File: config.mk
export PLATFORM = sky130hd
export DESIGN_NAME = fha_top
export DESIGN_NICKNAME = d
export VERILOG_FILES = /design/src/logic/fha_pkg.sv /design/src/logic/fha_hist_if.sv /design/src/logic/fha_history.sv /design/src/logic/fha_top.sv
export VERILOG_INCLUDE_DIRS = /design/src /design/src/logic
export SDC_FILE = /design/constraint.sdc
export NUM_CORES = 1
export LEC_CHECK = 0
export ABC_AREA = 1
export CAP_MARGIN = 15
export CORE_MARGIN = 2
export CORE_UTILIZATION = 50
export DETAILED_ROUTE_END_ITERATION = 6
export DONT_BUFFER_PORTS = 1
export GPL_ROUTABILITY_DRIVEN = 1
export RECOVER_POWER = 100
export SETUP_SLACK_MARGIN = 0.4
export SYNTH_ARGS = -nofsm -noshare
export SYNTH_HDL_FRONTEND = slang
export SYNTH_SLANG_ARGS = --single-unit
File: constraint.sdc
create_clock -name REF_CLK_IN -period 4.3 [get_ports REF_CLK_IN]
set_input_delay 0.645 -clock REF_CLK_IN [delete_from_list [all_inputs] [get_ports REF_CLK_IN]]
set_output_delay 0.645 -clock REF_CLK_IN [all_outputs]
set_load 0.05 [all_outputs]
File: src/logic/fha_defines.svh
// constants of the fault handler: register offsets, fields, resets, timing
// assumes a 10 MHz system clock and byte addresses on an 8-bit bus address
`ifndef FHA_DEFINES_SVH
`define FHA_DEFINES_SVH
`define FHA_CLK_PERIOD_NS 100
`define FHA_TICK_TIME_NS 1000000
`define FHA_TICK_CYCLES (`FHA_TICK_TIME_NS / `FHA_CLK_PERIOD_NS)
`define FHA_HIST_DEPTH 3
`define FHA_SNAP_WORDS 6
`define FHA_ADDR_CTRL 8'h00
`define FHA_ADDR_DELAY 8'h04
`define FHA_ADDR_STATE 8'h08
`define FHA_ADDR_HIST 8'h0C
`define FHA_ADDR_SNAP0 8'h10
`define FHA_ADDR_SNAP5 8'h24
`define FHA_ADDR_IRQ_STAT 8'h28
`define FHA_ADDR_IRQ_CLR 8'h2C
`define FHA_ADDR_IRQ_EN 8'h30
`define FHA_CTRL_REACT_BIT 8
`define FHA_ATTEMPT_RST 8'h00
`define FHA_DELAY_RST 16'h03E8
`define FHA_IRQ_FAULT 0
`define FHA_IRQ_RESTART 1
`define FHA_IRQ_EXHAUST 2
`define FHA_IRQ_IGNORED 3
`define FHA_MAIN_LINK_LOST_CODE 8'hE2
`define FHA_REMOVABLE_LINK_LOST_CODE 8'hE6
`define FHA_FIRMWARE_MISMATCH_CODE 8'hE9
`define FHA_RESP_OKAY 2'h0
`define FHA_RESP_SLVERR 2'h2
`endif

File: src/logic/fha_pkg.sv
// types shared by the fault handler modules
// constants live in fha_defines.svh
package fha_pkg;
  typedef logic [7:0] fha_code_t;
  typedef logic [5:0][15:0] fha_snap_t;
  typedef enum logic [4:0] {
    FHA_IDLE     = 5'h01,
    FHA_RUN      = 5'h02,
    FHA_STOPWAIT = 5'h04,
    FHA_DELAY    = 5'h08,
    FHA_HOLD     = 5'h10
  } fha_state_t;
  typedef enum logic {
    FHA_REACT_COAST  = 1'b0,
    FHA_REACT_IGNORE = 1'b1
  } fha_react_t;
endpackage

File: src/logic/fha_hist_if.sv
// link between the fault controller and its history store
// driven from one clock domain only
`timescale 1ns/1ps
interface fha_hist_if;
  logic record;
  fha_pkg::fha_code_t code;
  fha_pkg::fha_snap_t status;
  logic [23:0] codes;
  fha_pkg::fha_snap_t snap;
  modport ctrl (output record, code, status, input codes, snap);
  modport store (input record, code, status, output codes, snap);
endinterface

File: src/logic/fha_history.sv
// error history shift store and fault status snapshot
// record is a one-cycle pulse from the controller
`timescale 1ns/1ps
`include "fha_defines.svh"
module fha_history (
  input logic clk_in,
  input logic rst_n_in,
  fha_hist_if.store hist
);
  import fha_pkg::*;
  fha_code_t code_mem [`FHA_HIST_DEPTH];
  logic [15:0] snap_mem [`FHA_SNAP_WORDS];

  // newest in slot 0, oldest falls off the end
  always_ff @(posedge clk_in or negedge rst_n_in)
  begin
    if (!rst_n_in)
    begin
      for (int i = 0; i < `FHA_HIST_DEPTH; i++)
        code_mem[i] <= 8'h00;
    end
    else if (hist.record)
    begin
      code_mem[0] <= hist.code;
      for (int i = 1; i < `FHA_HIST_DEPTH; i++)
        code_mem[i] <= code_mem[i-1];
    end
  end

  always_ff @(posedge clk_in or negedge rst_n_in)
  begin
    if (!rst_n_in)
    begin
      for (int i = 0; i < `FHA_SNAP_WORDS; i++)
        snap_mem[i] <= 16'h0000;
    end
    else if (hist.record)
    begin
      for (int i = 0; i < `FHA_SNAP_WORDS; i++)
        snap_mem[i] <= hist.status[i];
    end
  end

  assign hist.codes = {code_mem[2], code_mem[1], code_mem[0]};
  always_comb
  begin
    for (int i = 0; i < `FHA_SNAP_WORDS; i++)
      hist.snap[i] = snap_mem[i];
  end
endmodule

File: src/logic/fha_top.sv
// fault supervision with automatic restart, AXI4-Lite register slave
// assumes all inputs synchronous to REF_CLK_IN, event inputs one-cycle pulses
`timescale 1ns/1ps
`include "fha_defines.svh"
module fha_top #(
  parameter int TICK_CYCLES = `FHA_TICK_CYCLES
) (
  input logic REF_CLK_IN,
  input logic RESET_N_IN,
  input logic [7:0] S_AXI_AWADDR_IN,
  input logic S_AXI_AWVALID_IN,
  output logic S_AXI_AWREADY_OUT,
  input logic [31:0] S_AXI_WDATA_IN,
  input logic [3:0] S_AXI_WSTRB_IN,
  input logic S_AXI_WVALID_IN,
  output logic S_AXI_WREADY_OUT,
  output logic [1:0] S_AXI_BRESP_OUT,
  output logic S_AXI_BVALID_OUT,
  input logic S_AXI_BREADY_IN,
  input logic [7:0] S_AXI_ARADDR_IN,
  input logic S_AXI_ARVALID_IN,
  output logic S_AXI_ARREADY_OUT,
  output logic [31:0] S_AXI_RDATA_OUT,
  output logic [1:0] S_AXI_RRESP_OUT,
  output logic S_AXI_RVALID_OUT,
  input logic S_AXI_RREADY_IN,
  input logic FAULT_VALID_IN,
  input fha_pkg::fha_code_t FAULT_CODE_IN,
  input logic MAIN_LINK_LOST_IN,
  input logic REMOVABLE_LINK_LOST_IN,
  input logic FIRMWARE_MISMATCH_IN,
  input fha_pkg::fha_snap_t STATUS_IN,
  input logic OUTPUT_STOPPED_IN,
  input logic STOP_KEY_IN,
  input logic OTHER_KEY_IN,
  input logic EXT_FAULT_RESET_IN,
  input logic EXT_RUN_IN,
  output logic DRIVE_ENABLE_OUT,
  output logic RUN_CMD_OUT,
  output logic FAULT_ACTIVE_OUT,
  output logic DISPLAY_FAULT_OUT,
  output fha_pkg::fha_code_t DISPLAY_OUT,
  output logic IRQ_OUT
);
  import fha_pkg::*;
  localparam int TW = $clog2(TICK_CYCLES + 1);

  function automatic logic [31:0] merge_strb(input logic [31:0] old_v,
                                              input logic [31:0] new_v,
                                              input logic [3:0] strb);
    logic [31:0] res;
    res = old_v;
    for (int i = 0; i < 4; i++)
      if (strb[i])
        res[8*i +: 8] = new_v[8*i +: 8];
    return res;
  endfunction

  function automatic logic mapped(input logic [7:0] a);
    return a[1:0] == 2'h0 && a <= `FHA_ADDR_IRQ_EN;
  endfunction

  fha_hist_if hist ();
  fha_history u_history (
    .clk_in(REF_CLK_IN),
    .rst_n_in(RESET_N_IN),
    .hist(hist)
  );

  fha_state_t state, next_state;
  logic [7:0] attempt_cfg;
  fha_react_t react_cfg;
  logic [15:0] delay_cfg;
  logic [3:0] irq_status, irq_enable, irq_set, irq_clr;
  logic [7:0] attempts;
  fha_code_t fault_code, take_code;
  logic [1:0] disp_mode;
  logic success_pending;
  logic [TW-1:0] tick_cnt;
  logic [15:0] delay_cnt;
  logic [7:0] aw_addr;
  logic [31:0] w_data;
  logic [3:0] w_strb;
  logic do_write;

  wire faulted = state inside {FHA_STOPWAIT, FHA_DELAY, FHA_HOLD};
  wire manual_clr = STOP_KEY_IN || EXT_FAULT_RESET_IN;
  wire comm_evt = MAIN_LINK_LOST_IN || REMOVABLE_LINK_LOST_IN;
  wire comm_used = comm_evt && react_cfg == FHA_REACT_COAST;
  wire gen_evt = FAULT_VALID_IN || FIRMWARE_MISMATCH_IN;
  wire fault_take = state == FHA_RUN && (comm_used || gen_evt);
  wire ignored = state == FHA_RUN && comm_evt && !comm_used;
  wire auto_ok = attempt_cfg != 8'h00 && attempts != 8'h00;
  wire timing = state == FHA_DELAY || (state == FHA_RUN && success_pending);
  wire period_done = delay_cnt == delay_cfg;
  wire auto_start = state == FHA_DELAY && !manual_clr && period_done;
  wire success = state == FHA_RUN && success_pending && !fault_take && period_done;

  // link-lost codes take priority, a firmware mismatch fills in otherwise
  always_comb
  begin
    take_code = FAULT_CODE_IN;
    if (comm_used && MAIN_LINK_LOST_IN)
      take_code = `FHA_MAIN_LINK_LOST_CODE;
    else if (comm_used)
      take_code = `FHA_REMOVABLE_LINK_LOST_CODE;
    else if (FIRMWARE_MISMATCH_IN)
      take_code = `FHA_FIRMWARE_MISMATCH_CODE;
  end

  always_comb
  begin
    next_state = state;
    unique case (state)
      FHA_IDLE:
        if (EXT_RUN_IN)
          next_state = FHA_RUN;
      FHA_RUN:
        if (fault_take)
          next_state = FHA_STOPWAIT;
        else if (STOP_KEY_IN)
          next_state = FHA_IDLE;
      FHA_STOPWAIT:
        if (manual_clr)
          next_state = FHA_IDLE;
        else if (OUTPUT_STOPPED_IN)
          next_state = auto_ok ? FHA_DELAY : FHA_HOLD;
      FHA_DELAY:
        if (manual_clr)
          next_state = FHA_IDLE;
        else if (period_done)
          next_state = FHA_RUN;
      FHA_HOLD:
        if (manual_clr)
          next_state = FHA_IDLE;
      default:
        next_state = FHA_IDLE;
    endcase
  end

  always_ff @(posedge REF_CLK_IN or negedge RESET_N_IN)
  begin
    if (!RESET_N_IN)
      state <= FHA_IDLE;
    else
      state <= next_state;
  end

  // delay and success window share one millisecond timebase
  always_ff @(posedge REF_CLK_IN or negedge RESET_N_IN)
  begin
    if (!RESET_N_IN)
    begin
      tick_cnt <= '0;
      delay_cnt <= 16'h0000;
    end
    else if (!timing || next_state != state || period_done)
    begin
      tick_cnt <= '0;
      delay_cnt <= 16'h0000;
    end
    else if (tick_cnt == TW'(TICK_CYCLES - 1))
    begin
      tick_cnt <= '0;
      delay_cnt <= delay_cnt + 16'h0001;
    end
    else
      tick_cnt <= tick_cnt + TW'(1);
  end

  always_ff @(posedge REF_CLK_IN or negedge RESET_N_IN)
  begin
    if (!RESET_N_IN)
      attempts <= 8'h00;
    else if (state == FHA_IDLE && EXT_RUN_IN)
      attempts <= attempt_cfg;
    else if (faulted && manual_clr)
      attempts <= 8'h00;
    else if (auto_start)
      attempts <= attempts - 8'h01;
    else if (success)
      attempts <= attempt_cfg;
  end

  always_ff @(posedge REF_CLK_IN or negedge RESET_N_IN)
  begin
    if (!RESET_N_IN)
      success_pending <= 1'b0;
    else if (auto_start)
      success_pending <= 1'b1;
    else if (success || state != FHA_RUN || fault_take)
      success_pending <= 1'b0;
  end

  // an ignored error leaves both the display and the history untouched
  always_ff @(posedge REF_CLK_IN or negedge RESET_N_IN)
  begin
    if (!RESET_N_IN)
    begin
      fault_code <= 8'h00;
      hist.record <= 1'b0;
      hist.code <= 8'h00;
      hist.status <= '0;
    end
    else
    begin
      hist.record <= fault_take;
      hist.code <= take_code;
      hist.status <= STATUS_IN;
      if (fault_take)
        fault_code <= take_code;
    end
  end

  // display mode is frozen while faulted, so clearing restores it
  always_ff @(posedge REF_CLK_IN or negedge RESET_N_IN)
  begin
    if (!RESET_N_IN)
      disp_mode <= 2'h0;
    else if (OTHER_KEY_IN && !faulted)
      disp_mode <= disp_mode + 2'h1;
  end

  always_ff @(posedge REF_CLK_IN or negedge RESET_N_IN)
  begin
    if (!RESET_N_IN)
    begin
      DRIVE_ENABLE_OUT <= 1'b0;
      RUN_CMD_OUT <= 1'b0;
      FAULT_ACTIVE_OUT <= 1'b0;
      DISPLAY_FAULT_OUT <= 1'b0;
      DISPLAY_OUT <= 8'h00;
    end
    else
    begin
      DRIVE_ENABLE_OUT <= next_state == FHA_RUN;
      RUN_CMD_OUT <= next_state == FHA_RUN && state != FHA_RUN;
      FAULT_ACTIVE_OUT <= next_state inside {FHA_STOPWAIT, FHA_DELAY, FHA_HOLD};
      DISPLAY_FAULT_OUT <= next_state inside {FHA_STOPWAIT, FHA_DELAY, FHA_HOLD};
      if (fault_take)
        DISPLAY_OUT <= take_code;
      else if (!(next_state inside {FHA_STOPWAIT, FHA_DELAY, FHA_HOLD}))
        DISPLAY_OUT <= {6'h00, disp_mode};
    end
  end

  always_comb
  begin
    irq_set = 4'h0;
    irq_set[`FHA_IRQ_FAULT] = fault_take;
    irq_set[`FHA_IRQ_RESTART] = auto_start;
    irq_set[`FHA_IRQ_EXHAUST] = state == FHA_STOPWAIT && !manual_clr
      && OUTPUT_STOPPED_IN && attempt_cfg != 8'h00 && attempts == 8'h00;
    irq_set[`FHA_IRQ_IGNORED] = ignored;
    irq_clr = 4'h0;
    if (do_write && aw_addr == `FHA_ADDR_IRQ_CLR && w_strb[0])
      irq_clr = w_data[3:0];
  end

  // a new event wins over a clear in the same cycle
  always_ff @(posedge REF_CLK_IN or negedge RESET_N_IN)
  begin
    if (!RESET_N_IN)
    begin
      irq_status <= 4'h0;
      IRQ_OUT <= 1'b0;
    end
    else
    begin
      irq_status <= (irq_status & ~irq_clr) | irq_set;
      IRQ_OUT <= |(((irq_status & ~irq_clr) | irq_set) & irq_enable);
    end
  end

  // write channel: address and data taken in any order, answered together
  assign do_write = !S_AXI_AWREADY_OUT && !S_AXI_WREADY_OUT && !S_AXI_BVALID_OUT;

  always_ff @(posedge REF_CLK_IN or negedge RESET_N_IN)
  begin
    if (!RESET_N_IN)
    begin
      S_AXI_AWREADY_OUT <= 1'b1;
      S_AXI_WREADY_OUT <= 1'b1;
      S_AXI_BVALID_OUT <= 1'b0;
      S_AXI_BRESP_OUT <= `FHA_RESP_OKAY;
      aw_addr <= 8'h00;
      w_data <= 32'h00000000;
      w_strb <= 4'h0;
    end
    else
    begin
      if (S_AXI_AWVALID_IN && S_AXI_AWREADY_OUT)
      begin
        S_AXI_AWREADY_OUT <= 1'b0;
        aw_addr <= S_AXI_AWADDR_IN;
      end
      if (S_AXI_WVALID_IN && S_AXI_WREADY_OUT)
      begin
        S_AXI_WREADY_OUT <= 1'b0;
        w_data <= S_AXI_WDATA_IN;
        w_strb <= S_AXI_WSTRB_IN;
      end
      if (do_write)
      begin
        S_AXI_BVALID_OUT <= 1'b1;
        S_AXI_BRESP_OUT <= mapped(aw_addr) ? `FHA_RESP_OKAY : `FHA_RESP_SLVERR;
      end
      if (S_AXI_BVALID_OUT && S_AXI_BREADY_IN)
      begin
        S_AXI_BVALID_OUT <= 1'b0;
        S_AXI_AWREADY_OUT <= 1'b1;
        S_AXI_WREADY_OUT <= 1'b1;
      end
    end
  end

  always_ff @(posedge REF_CLK_IN or negedge RESET_N_IN)
  begin
    if (!RESET_N_IN)
    begin
      attempt_cfg <= `FHA_ATTEMPT_RST;
      react_cfg <= FHA_REACT_COAST;
      delay_cfg <= `FHA_DELAY_RST;
      irq_enable <= 4'h0;
    end
    else if (do_write)
    begin
      unique case (aw_addr)
        `FHA_ADDR_CTRL:
        begin
          attempt_cfg <= 8'(merge_strb({24'h0, attempt_cfg}, w_data, w_strb));
          if (w_strb[1])
            react_cfg <= fha_react_t'(w_data[`FHA_CTRL_REACT_BIT]);
        end
        `FHA_ADDR_DELAY:
          delay_cfg <= 16'(merge_strb({16'h0, delay_cfg}, w_data, w_strb));
        `FHA_ADDR_IRQ_EN:
          irq_enable <= 4'(merge_strb({28'h0, irq_enable}, w_data, w_strb));
        default:
          ;
      endcase
    end
  end

  // read channel: one read in flight, data one cycle after the address
  always_ff @(posedge REF_CLK_IN or negedge RESET_N_IN)
  begin
    if (!RESET_N_IN)
    begin
      S_AXI_ARREADY_OUT <= 1'b1;
      S_AXI_RVALID_OUT <= 1'b0;
      S_AXI_RDATA_OUT <= 32'h00000000;
      S_AXI_RRESP_OUT <= `FHA_RESP_OKAY;
    end
    else if (S_AXI_ARVALID_IN && S_AXI_ARREADY_OUT)
    begin
      S_AXI_ARREADY_OUT <= 1'b0;
      S_AXI_RVALID_OUT <= 1'b1;
      S_AXI_RRESP_OUT <= mapped(S_AXI_ARADDR_IN) ? `FHA_RESP_OKAY : `FHA_RESP_SLVERR;
      S_AXI_RDATA_OUT <= 32'h00000000;
      if (S_AXI_ARADDR_IN >= `FHA_ADDR_SNAP0 && S_AXI_ARADDR_IN <= `FHA_ADDR_SNAP5)
        S_AXI_RDATA_OUT <= {16'h0000,
          hist.snap[3'((S_AXI_ARADDR_IN - `FHA_ADDR_SNAP0) >> 2)]};
      else
        unique case (S_AXI_ARADDR_IN)
          `FHA_ADDR_CTRL: S_AXI_RDATA_OUT <= {23'h0, react_cfg, attempt_cfg};
          `FHA_ADDR_DELAY: S_AXI_RDATA_OUT <= {16'h0, delay_cfg};
          `FHA_ADDR_STATE:
            S_AXI_RDATA_OUT <= {attempts, fault_code, 6'h00, disp_mode, 3'h0, state};
          `FHA_ADDR_HIST: S_AXI_RDATA_OUT <= {8'h00, hist.codes};
          `FHA_ADDR_IRQ_STAT: S_AXI_RDATA_OUT <= {28'h0, irq_status};
          `FHA_ADDR_IRQ_EN: S_AXI_RDATA_OUT <= {28'h0, irq_enable};
          default: S_AXI_RDATA_OUT <= 32'h00000000;
        endcase
    end
    else if (S_AXI_RVALID_OUT && S_AXI_RREADY_IN)
    begin
      S_AXI_RVALID_OUT <= 1'b0;
      S_AXI_ARREADY_OUT <= 1'b1;
    end
  end
endmodule

Yosys cells after proc, flatten, opt, wreduce, memory -nomap -nowiden
Cells that the tools add are included.

Mux-type cells: 42. Reduce and logical (&&, ||, !) cells: 70. Equal/unequal tests: 22. Magnitude comparators: 5. Bitwise logic cells: 5. Add/subtract/negate cells: 5.

Operator list (number): one-hot mux 32 bit (6 select lines) (1); two-way mux 8 bit (9); binary-select mux 16 bit (select 3 bit) (1); two-way mux 16 bit (3); two-way mux 5 bit (9); equality test 8 x 6 -> 1 bit, second input constant (4); two-way mux 32 bit (1); logical AND 1 bit (31); two-way mux 14 bit (2); one-hot mux 5 bit (5 select lines) (1); <= comparator 8 x 6 -> 1 bit, second input constant (3); logical NOT 8 bit (3); adder 16 x 1 -> 16 bit, second input constant (1); equality test 16 bit (1); equality test 8 x 3 -> 1 bit, second input constant (2); equality test 8 x 4 -> 1 bit, second input constant (2); nonzero test 8 bit (2); AND reduction 3 bit (5); adder 14 x 1 -> 14 bit, second input constant (1); equality test 14 bit, second input constant (1); two-way mux 1 bit (12); nonzero test 2 bit (6); equality test 5 x 2 -> 1 bit, second input constant (2); equality test 5 x 3 -> 1 bit, second input constant (2); 23 further kinds (44).

Word-level logic and storage cells: 195. Output and inout port bits: 54. Input port bits: 172. Register bits after elaboration: 391.

Depth between registers and ports, before layout
Depth after elaboration: 11. Gate-level depth with buffers: 15.

Hierarchy
A second synthesis with hierarchy kept.

Cell total of the unflattened synthesis: 1716. Area total of the unflattened synthesis: 15870.2 um^2.

By module, submodules not included: fha_top (area an instance 11387.2 um^2, seq. area each 6744.0 um^2, cells each 1209, instances 1); fha_history (area an instance 4483.0 um^2, seq. area each 3002.9 um^2, cells each 507, instances 1).

Worst setup path after synthesis
OpenSTA, ideal clock, no wires.

Kind: input to register. From: input port STOP_KEY_IN. To: register delay_cnt[10]. Arrival: 1718 ps. Data required time: 4176 ps. Library setup time: 124 ps. Path slack: 2458 ps. Cell stages on the path: 9. Cell sequence: nor2_1 nand4_1 nor2_1 nand3_2 nand2_2 nor2_4 nand3_4 buf_8 nor2_4.

Cells in the longest elaborated chain, start to end: 7.

Ends and longest elaborated chain: start, declared (line fha_top.sv:34) `input logic STOP_KEY_IN,`; two-way mux 5 bit or logical OR 1 bit (tied branches) (line fha_top.sv:121, fha_top.sv:87); two-way mux 5 bit, on equally long branches; one-hot mux 5 bit (5 select lines) (*) (line fha_top.sv:114) `unique case (state)`; != test 5 bit (*) (line fha_top.sv:157) `else if (!timing || next_state != state || period_done)`; logical OR 1 bit (*) (2 in series) (line fha_top.sv:157); two-way mux 16 bit or nonzero test 2 bit (tied branches); end signal, assigned (line fha_top.sv:165) `delay_cnt <= delay_cnt + 16'h0001;`; end, declared (line fha_top.sv:80) `logic [15:0] delay_cnt;`.

Mark *: on every way between the ends. The rest lies on a longest branch, timed or not. A chain may end at the register's enable or synchronous reset.

Worst setup path after layout
From: register S_AXI_ARREADY_OUT. To: register S_AXI_RDATA_OUT[14].

Cells in the longest elaborated chain, start to end: 1.

Ends and longest elaborated chain: start, declared (line fha_top.sv:22) `output logic S_AXI_ARREADY_OUT,`; start signal, assigned (line fha_top.sv:350) `S_AXI_ARREADY_OUT <= 1'b1;`; start signal, assigned (line fha_top.sv:357) `S_AXI_ARREADY_OUT <= 1'b0;`; start signal, assigned (line fha_top.sv:379) `S_AXI_ARREADY_OUT <= 1'b1;`; logical AND 1 bit (line fha_top.sv:355) `else if (S_AXI_ARVALID_IN && S_AXI_ARREADY_OUT)`; end signal, assigned (line fha_top.sv:362) `S_AXI_RDATA_OUT <= {16'h0000,`; end signal, assigned (line fha_top.sv:366) `` `FHA_ADDR_CTRL: S_AXI_RDATA_OUT <= {23'h0, react_cfg, attempt_cfg}; ``; end signal, assigned (line fha_top.sv:367) `` `FHA_ADDR_DELAY: S_AXI_RDATA_OUT <= {16'h0, delay_cfg}; ``; end, declared (line fha_top.sv:23) `output logic [31:0] S_AXI_RDATA_OUT,`.

Every way passes these cells.

==> results.py <==
metrics = {
    "run_status": {
        "outcome": "finished with violations",
        "violations": "hold timing, capacitance limit, slew limit",
    },
    "synthesis": {
        "synth-seq-area-share": 0.6049,
        "synth_top_area_share": 0.5886,
        "synthCells": 1648,
        "synthArstFlopShare": 1.000,
        "syn_avg_cell_area_um2": 9.778,
        "synth-edff-count": 0,
        "yosys-top-cells-count": "dfrtp_1 (379), nand2_1 (360), inv_1 (200)",
        "synth-seq-cells": 389,
        "syn_area_um2": 16110,
        "synth.area.top_cells": "dfrtp_1 (59%), nand2_1 (8.4%), o21ai_0 (5.0%)",
        "ys_warn_count": 0,
        "ys.flop_type": "dfrtp_1",
        "synth_cell_types": 49,
        "yosysMostFrequentCell": "dfrtp_1",
        "yosysTopAreaCell": "dfrtp_1",
    },
    "detailed_routing": {
        "dr.pass1.iters": 5,
        "dr_wl_met3_um": 3075,
        "vias": 11090,
        "drtIter0Drc": 846,
        "wl_per_cell_um": 18.48,
        "wl_met1_um": 17700,
        "wl_um": 38340,
        "route.detailed.drc": 0,
        "highest_layer": "met5",
        "dr_wl_met2_um": 16550,
        "ant_nets": 0,
        "viasPerCell": 5.345,
    },
    "timing": {
        "fin_skew_ns": 0.01976,
        "period_minus_slack_ns": 2.854,
        "final_hold_viol_count": 109,
        "drv_slew": 107,
        "worst_pin_slew_ns": 2.178,
        "grt_setup_unrepaired": "no",
        "hold_slack_ns": -0.1777,
        "final.period_utilization": 0.6636,
        "max_freq_mhz": 350.4,
        "setup_viol": 0,
        "slew_headroom": -0.4520,
        "fin_tns_setup_ns": 0,
    },
    "placed_design": {
        "io_buffers": 0,
        "dp_hpwl_um": 26770,
        "place_congestion": 0.8872,
        "placed_cell_area_um2": 16360,
    },
    "critical_path": {
        "cp.depth": 3,
        "end_kind": "flop",
        "cp_data_arrival_time_ns": 3.16,
        "worstPathRequired_ns": 4.61,
        "worst_path_max_delay_cell": "clkbuf_1",
        "path_class": "flop to flop",
        "setup.worst_path.end": "S_AXI_RDATA_OUT[14]",
        "crit_path_start": "S_AXI_ARREADY_OUT",
        "cp_top_family": "buffers and inverters",
        "crit_chain": "nand2_1, clkbuf_1, o21ai_0",
        "path_buf_inv": 1,
        "cp_max_fo": 47,
        "r2r_cells": 3,
        "critPathLaunchType": "flop",
        "rrSetupSlack_ns": 1.45,
        "r2r-end": "S_AXI_RDATA_OUT[14]",
        "timing.rr.start": "S_AXI_ARREADY_OUT",
        "critPathMaxStageDelay_ns": 1.58,
    },
    "global_route": {
        "grt_start_max_net_pins": 390,
        "antenna_found_initial": 7,
        "grt_pass1_wl_um": 60600,
        "grt_usage": 0.2323,
        "gr-total-overflow": 0,
        "grt_pass1_vias": 10800,
    },
    "cts": {
        "path_clk_slew_ns": 0.06,
        "clockBufferDepth": 3,
        "insertion_delay_ns": 0.55,
        "numCtsBuffers": 41,
        "cts-root-buf": "clkbuf_16",
        "cts-resized-gates": 0,
        "postCtsSetupBuffers": 0,
        "cts_sinks": 389,
        "h-tree-depth": 2,
        "cts_tree": "done",
    },
    "floorplanning": {
        "core_area_um2": 31640,
        "dieArea_um2": 33680,
        "num_rows": 65,
        "fp.dieH_um": 183.5,
        "initial_utilization": 0.5094,
        "ioPinCount": 226,
        "die_x_um": 183.5,
    },
    "power": {
        "ir_drop_v": 0.0004557,
        "power_leakage_nw": 8.009,
        "powerDensity_nw_per_um2": 625.4,
    },
    "worst_hold_path": {
        "worstHoldPathType": "input port to async pin",
    },
    "job": {
        "maxCapViolCount": 1,
    },
    "finish": {
        "fin_area_um2": 17690,
        "final.fill_count": 2795,
        "area_delta_synth_final_pct": 9.791,
        "drive_above_1_share": 0.1055,
        "nNetsFinal": 1814,
    },
}
[power breakdown]
part | total, W | switching (W) | internal (W)
sequential | 0.00544 | 0.000882 | 0.00456
combinational | 0.00191 | 0.00123 | 0.000688
clock | 0.00371 | 0.00148 | 0.00223
[flip-flops by register name, summed over array words and instances, names as in the netlist, 2 cells and up]
name / count
fault_code: 8
S_AXI_RDATA_OUT: 32
DISPLAY_OUT: 8
irq_enable: 4
attempt_cfg: 8
delay_cnt: 16
u_history.hist.snap: 96
delay_cfg: 16
w_strb: 2
w_data: 16
aw_addr: 8
irq_status: 4
attempts: 8
state: 5
hist.code: 8
disp_mode: 2
hist.status: 96
u_history.hist.codes: 24
tick_cnt: 14
[per-layer routing]
layer | track usage | vias up
met4 | 0.06624 | 6
met2 | 0.3448 | 338
li1 | - | 5315
met3 | 0.06181 | 60
met5 | 0 | -
met1 | 0.3377 | 5371
[through the flow]
stage | cells | total power, W | setup WS [ns] | hold WS, ns | util
after floorplan | 1649 | 0.006832 | 2.458 | 0.3494 | -
after global placement | 1998 | 0.007378 | 1.693 | 0.3711 | 0.5171
after detailed placement | 1998 | 0.007453 | 1.663 | 0.3714 | 0.5171
after CTS | 2071 | 0.01117 | 1.862 | -0.1971 | 0.5627
after global routing | 2074 | 0.01166 | 1.303 | -0.2051 | 0.5591
final | 2075 | 0.01106 | 1.446 | -0.1777 | 0.5592
[cell families (layout without fill, tap and decap cells)]
logic type      after synthesis  after routing  synth area share
simple gates                612            612            0.1747
fa+ha+maj                     3              3          0.002330
buf+inv                     272            292           0.06864
flops                       389            389            0.6049
other cells                   1              6         0.0002327
mux                          42             42           0.02935
compound gates              301            301            0.1047
xor+xnor                     28             28           0.01522
[final cells by class]
cell class | instances | area [µm²] | share of cell area
multi-input cells | 988 | 5160 | 0.2917
inverters | 214 | 804.5 | 0.04547
clock inverters | 18 | 231.5 | 0.01308
flip-flops and latches | 389 | 9751 | 0.5511
diodes | 4 | 10.01 | 0.0005658
well taps | 402 | 503.0 | 0.02843
repair buffers | 5 | 22.52 | 0.001273
clock buffers | 55 | 1210 | 0.06839
[worst reg2reg max path, stage by stage (launching register included)]
cell and delay (ns):
dfstp_1 0.54, nand2_1 0.18, clkbuf_1 1.58, o21ai_0 0.34
[cell usage in the layout (no fill, tap or decap), drive strengths merged, types with 7 or more instances in the layout]
| cell type | count |
|---|---|
| a21oi | 45 |
| a22o | 8 |
| a22oi | 7 |
| clkbuf | 59 |
| clkinv | 12 |
| dfrtp | 379 |
| dfstp | 10 |
| inv | 213 |
| mux2 | 42 |
| nand2 | 370 |
| nand3 | 66 |
| nand4 | 23 |
| nor2 | 137 |
| nor3 | 10 |
| o21ai | 166 |
| o22ai | 51 |
| o31ai | 9 |
| xor2 | 24 |
[how the worst min path moves through the flow]
stage                     from                  end  depth (start not counted)
finish              RESET_N_IN  S_AXI_RDATA_OUT[20]                          0
global placement    RESET_N_IN  S_AXI_RDATA_OUT[21]                          0
CTS                 RESET_N_IN  S_AXI_RDATA_OUT[20]                          0
global route        RESET_N_IN  S_AXI_RDATA_OUT[22]                          0
detailed placement  RESET_N_IN  S_AXI_RDATA_OUT[20]                          0
floorplan           RESET_N_IN    DISPLAY_FAULT_OUT                          0
No activity file was read; power rests on OpenSTA's default activity.
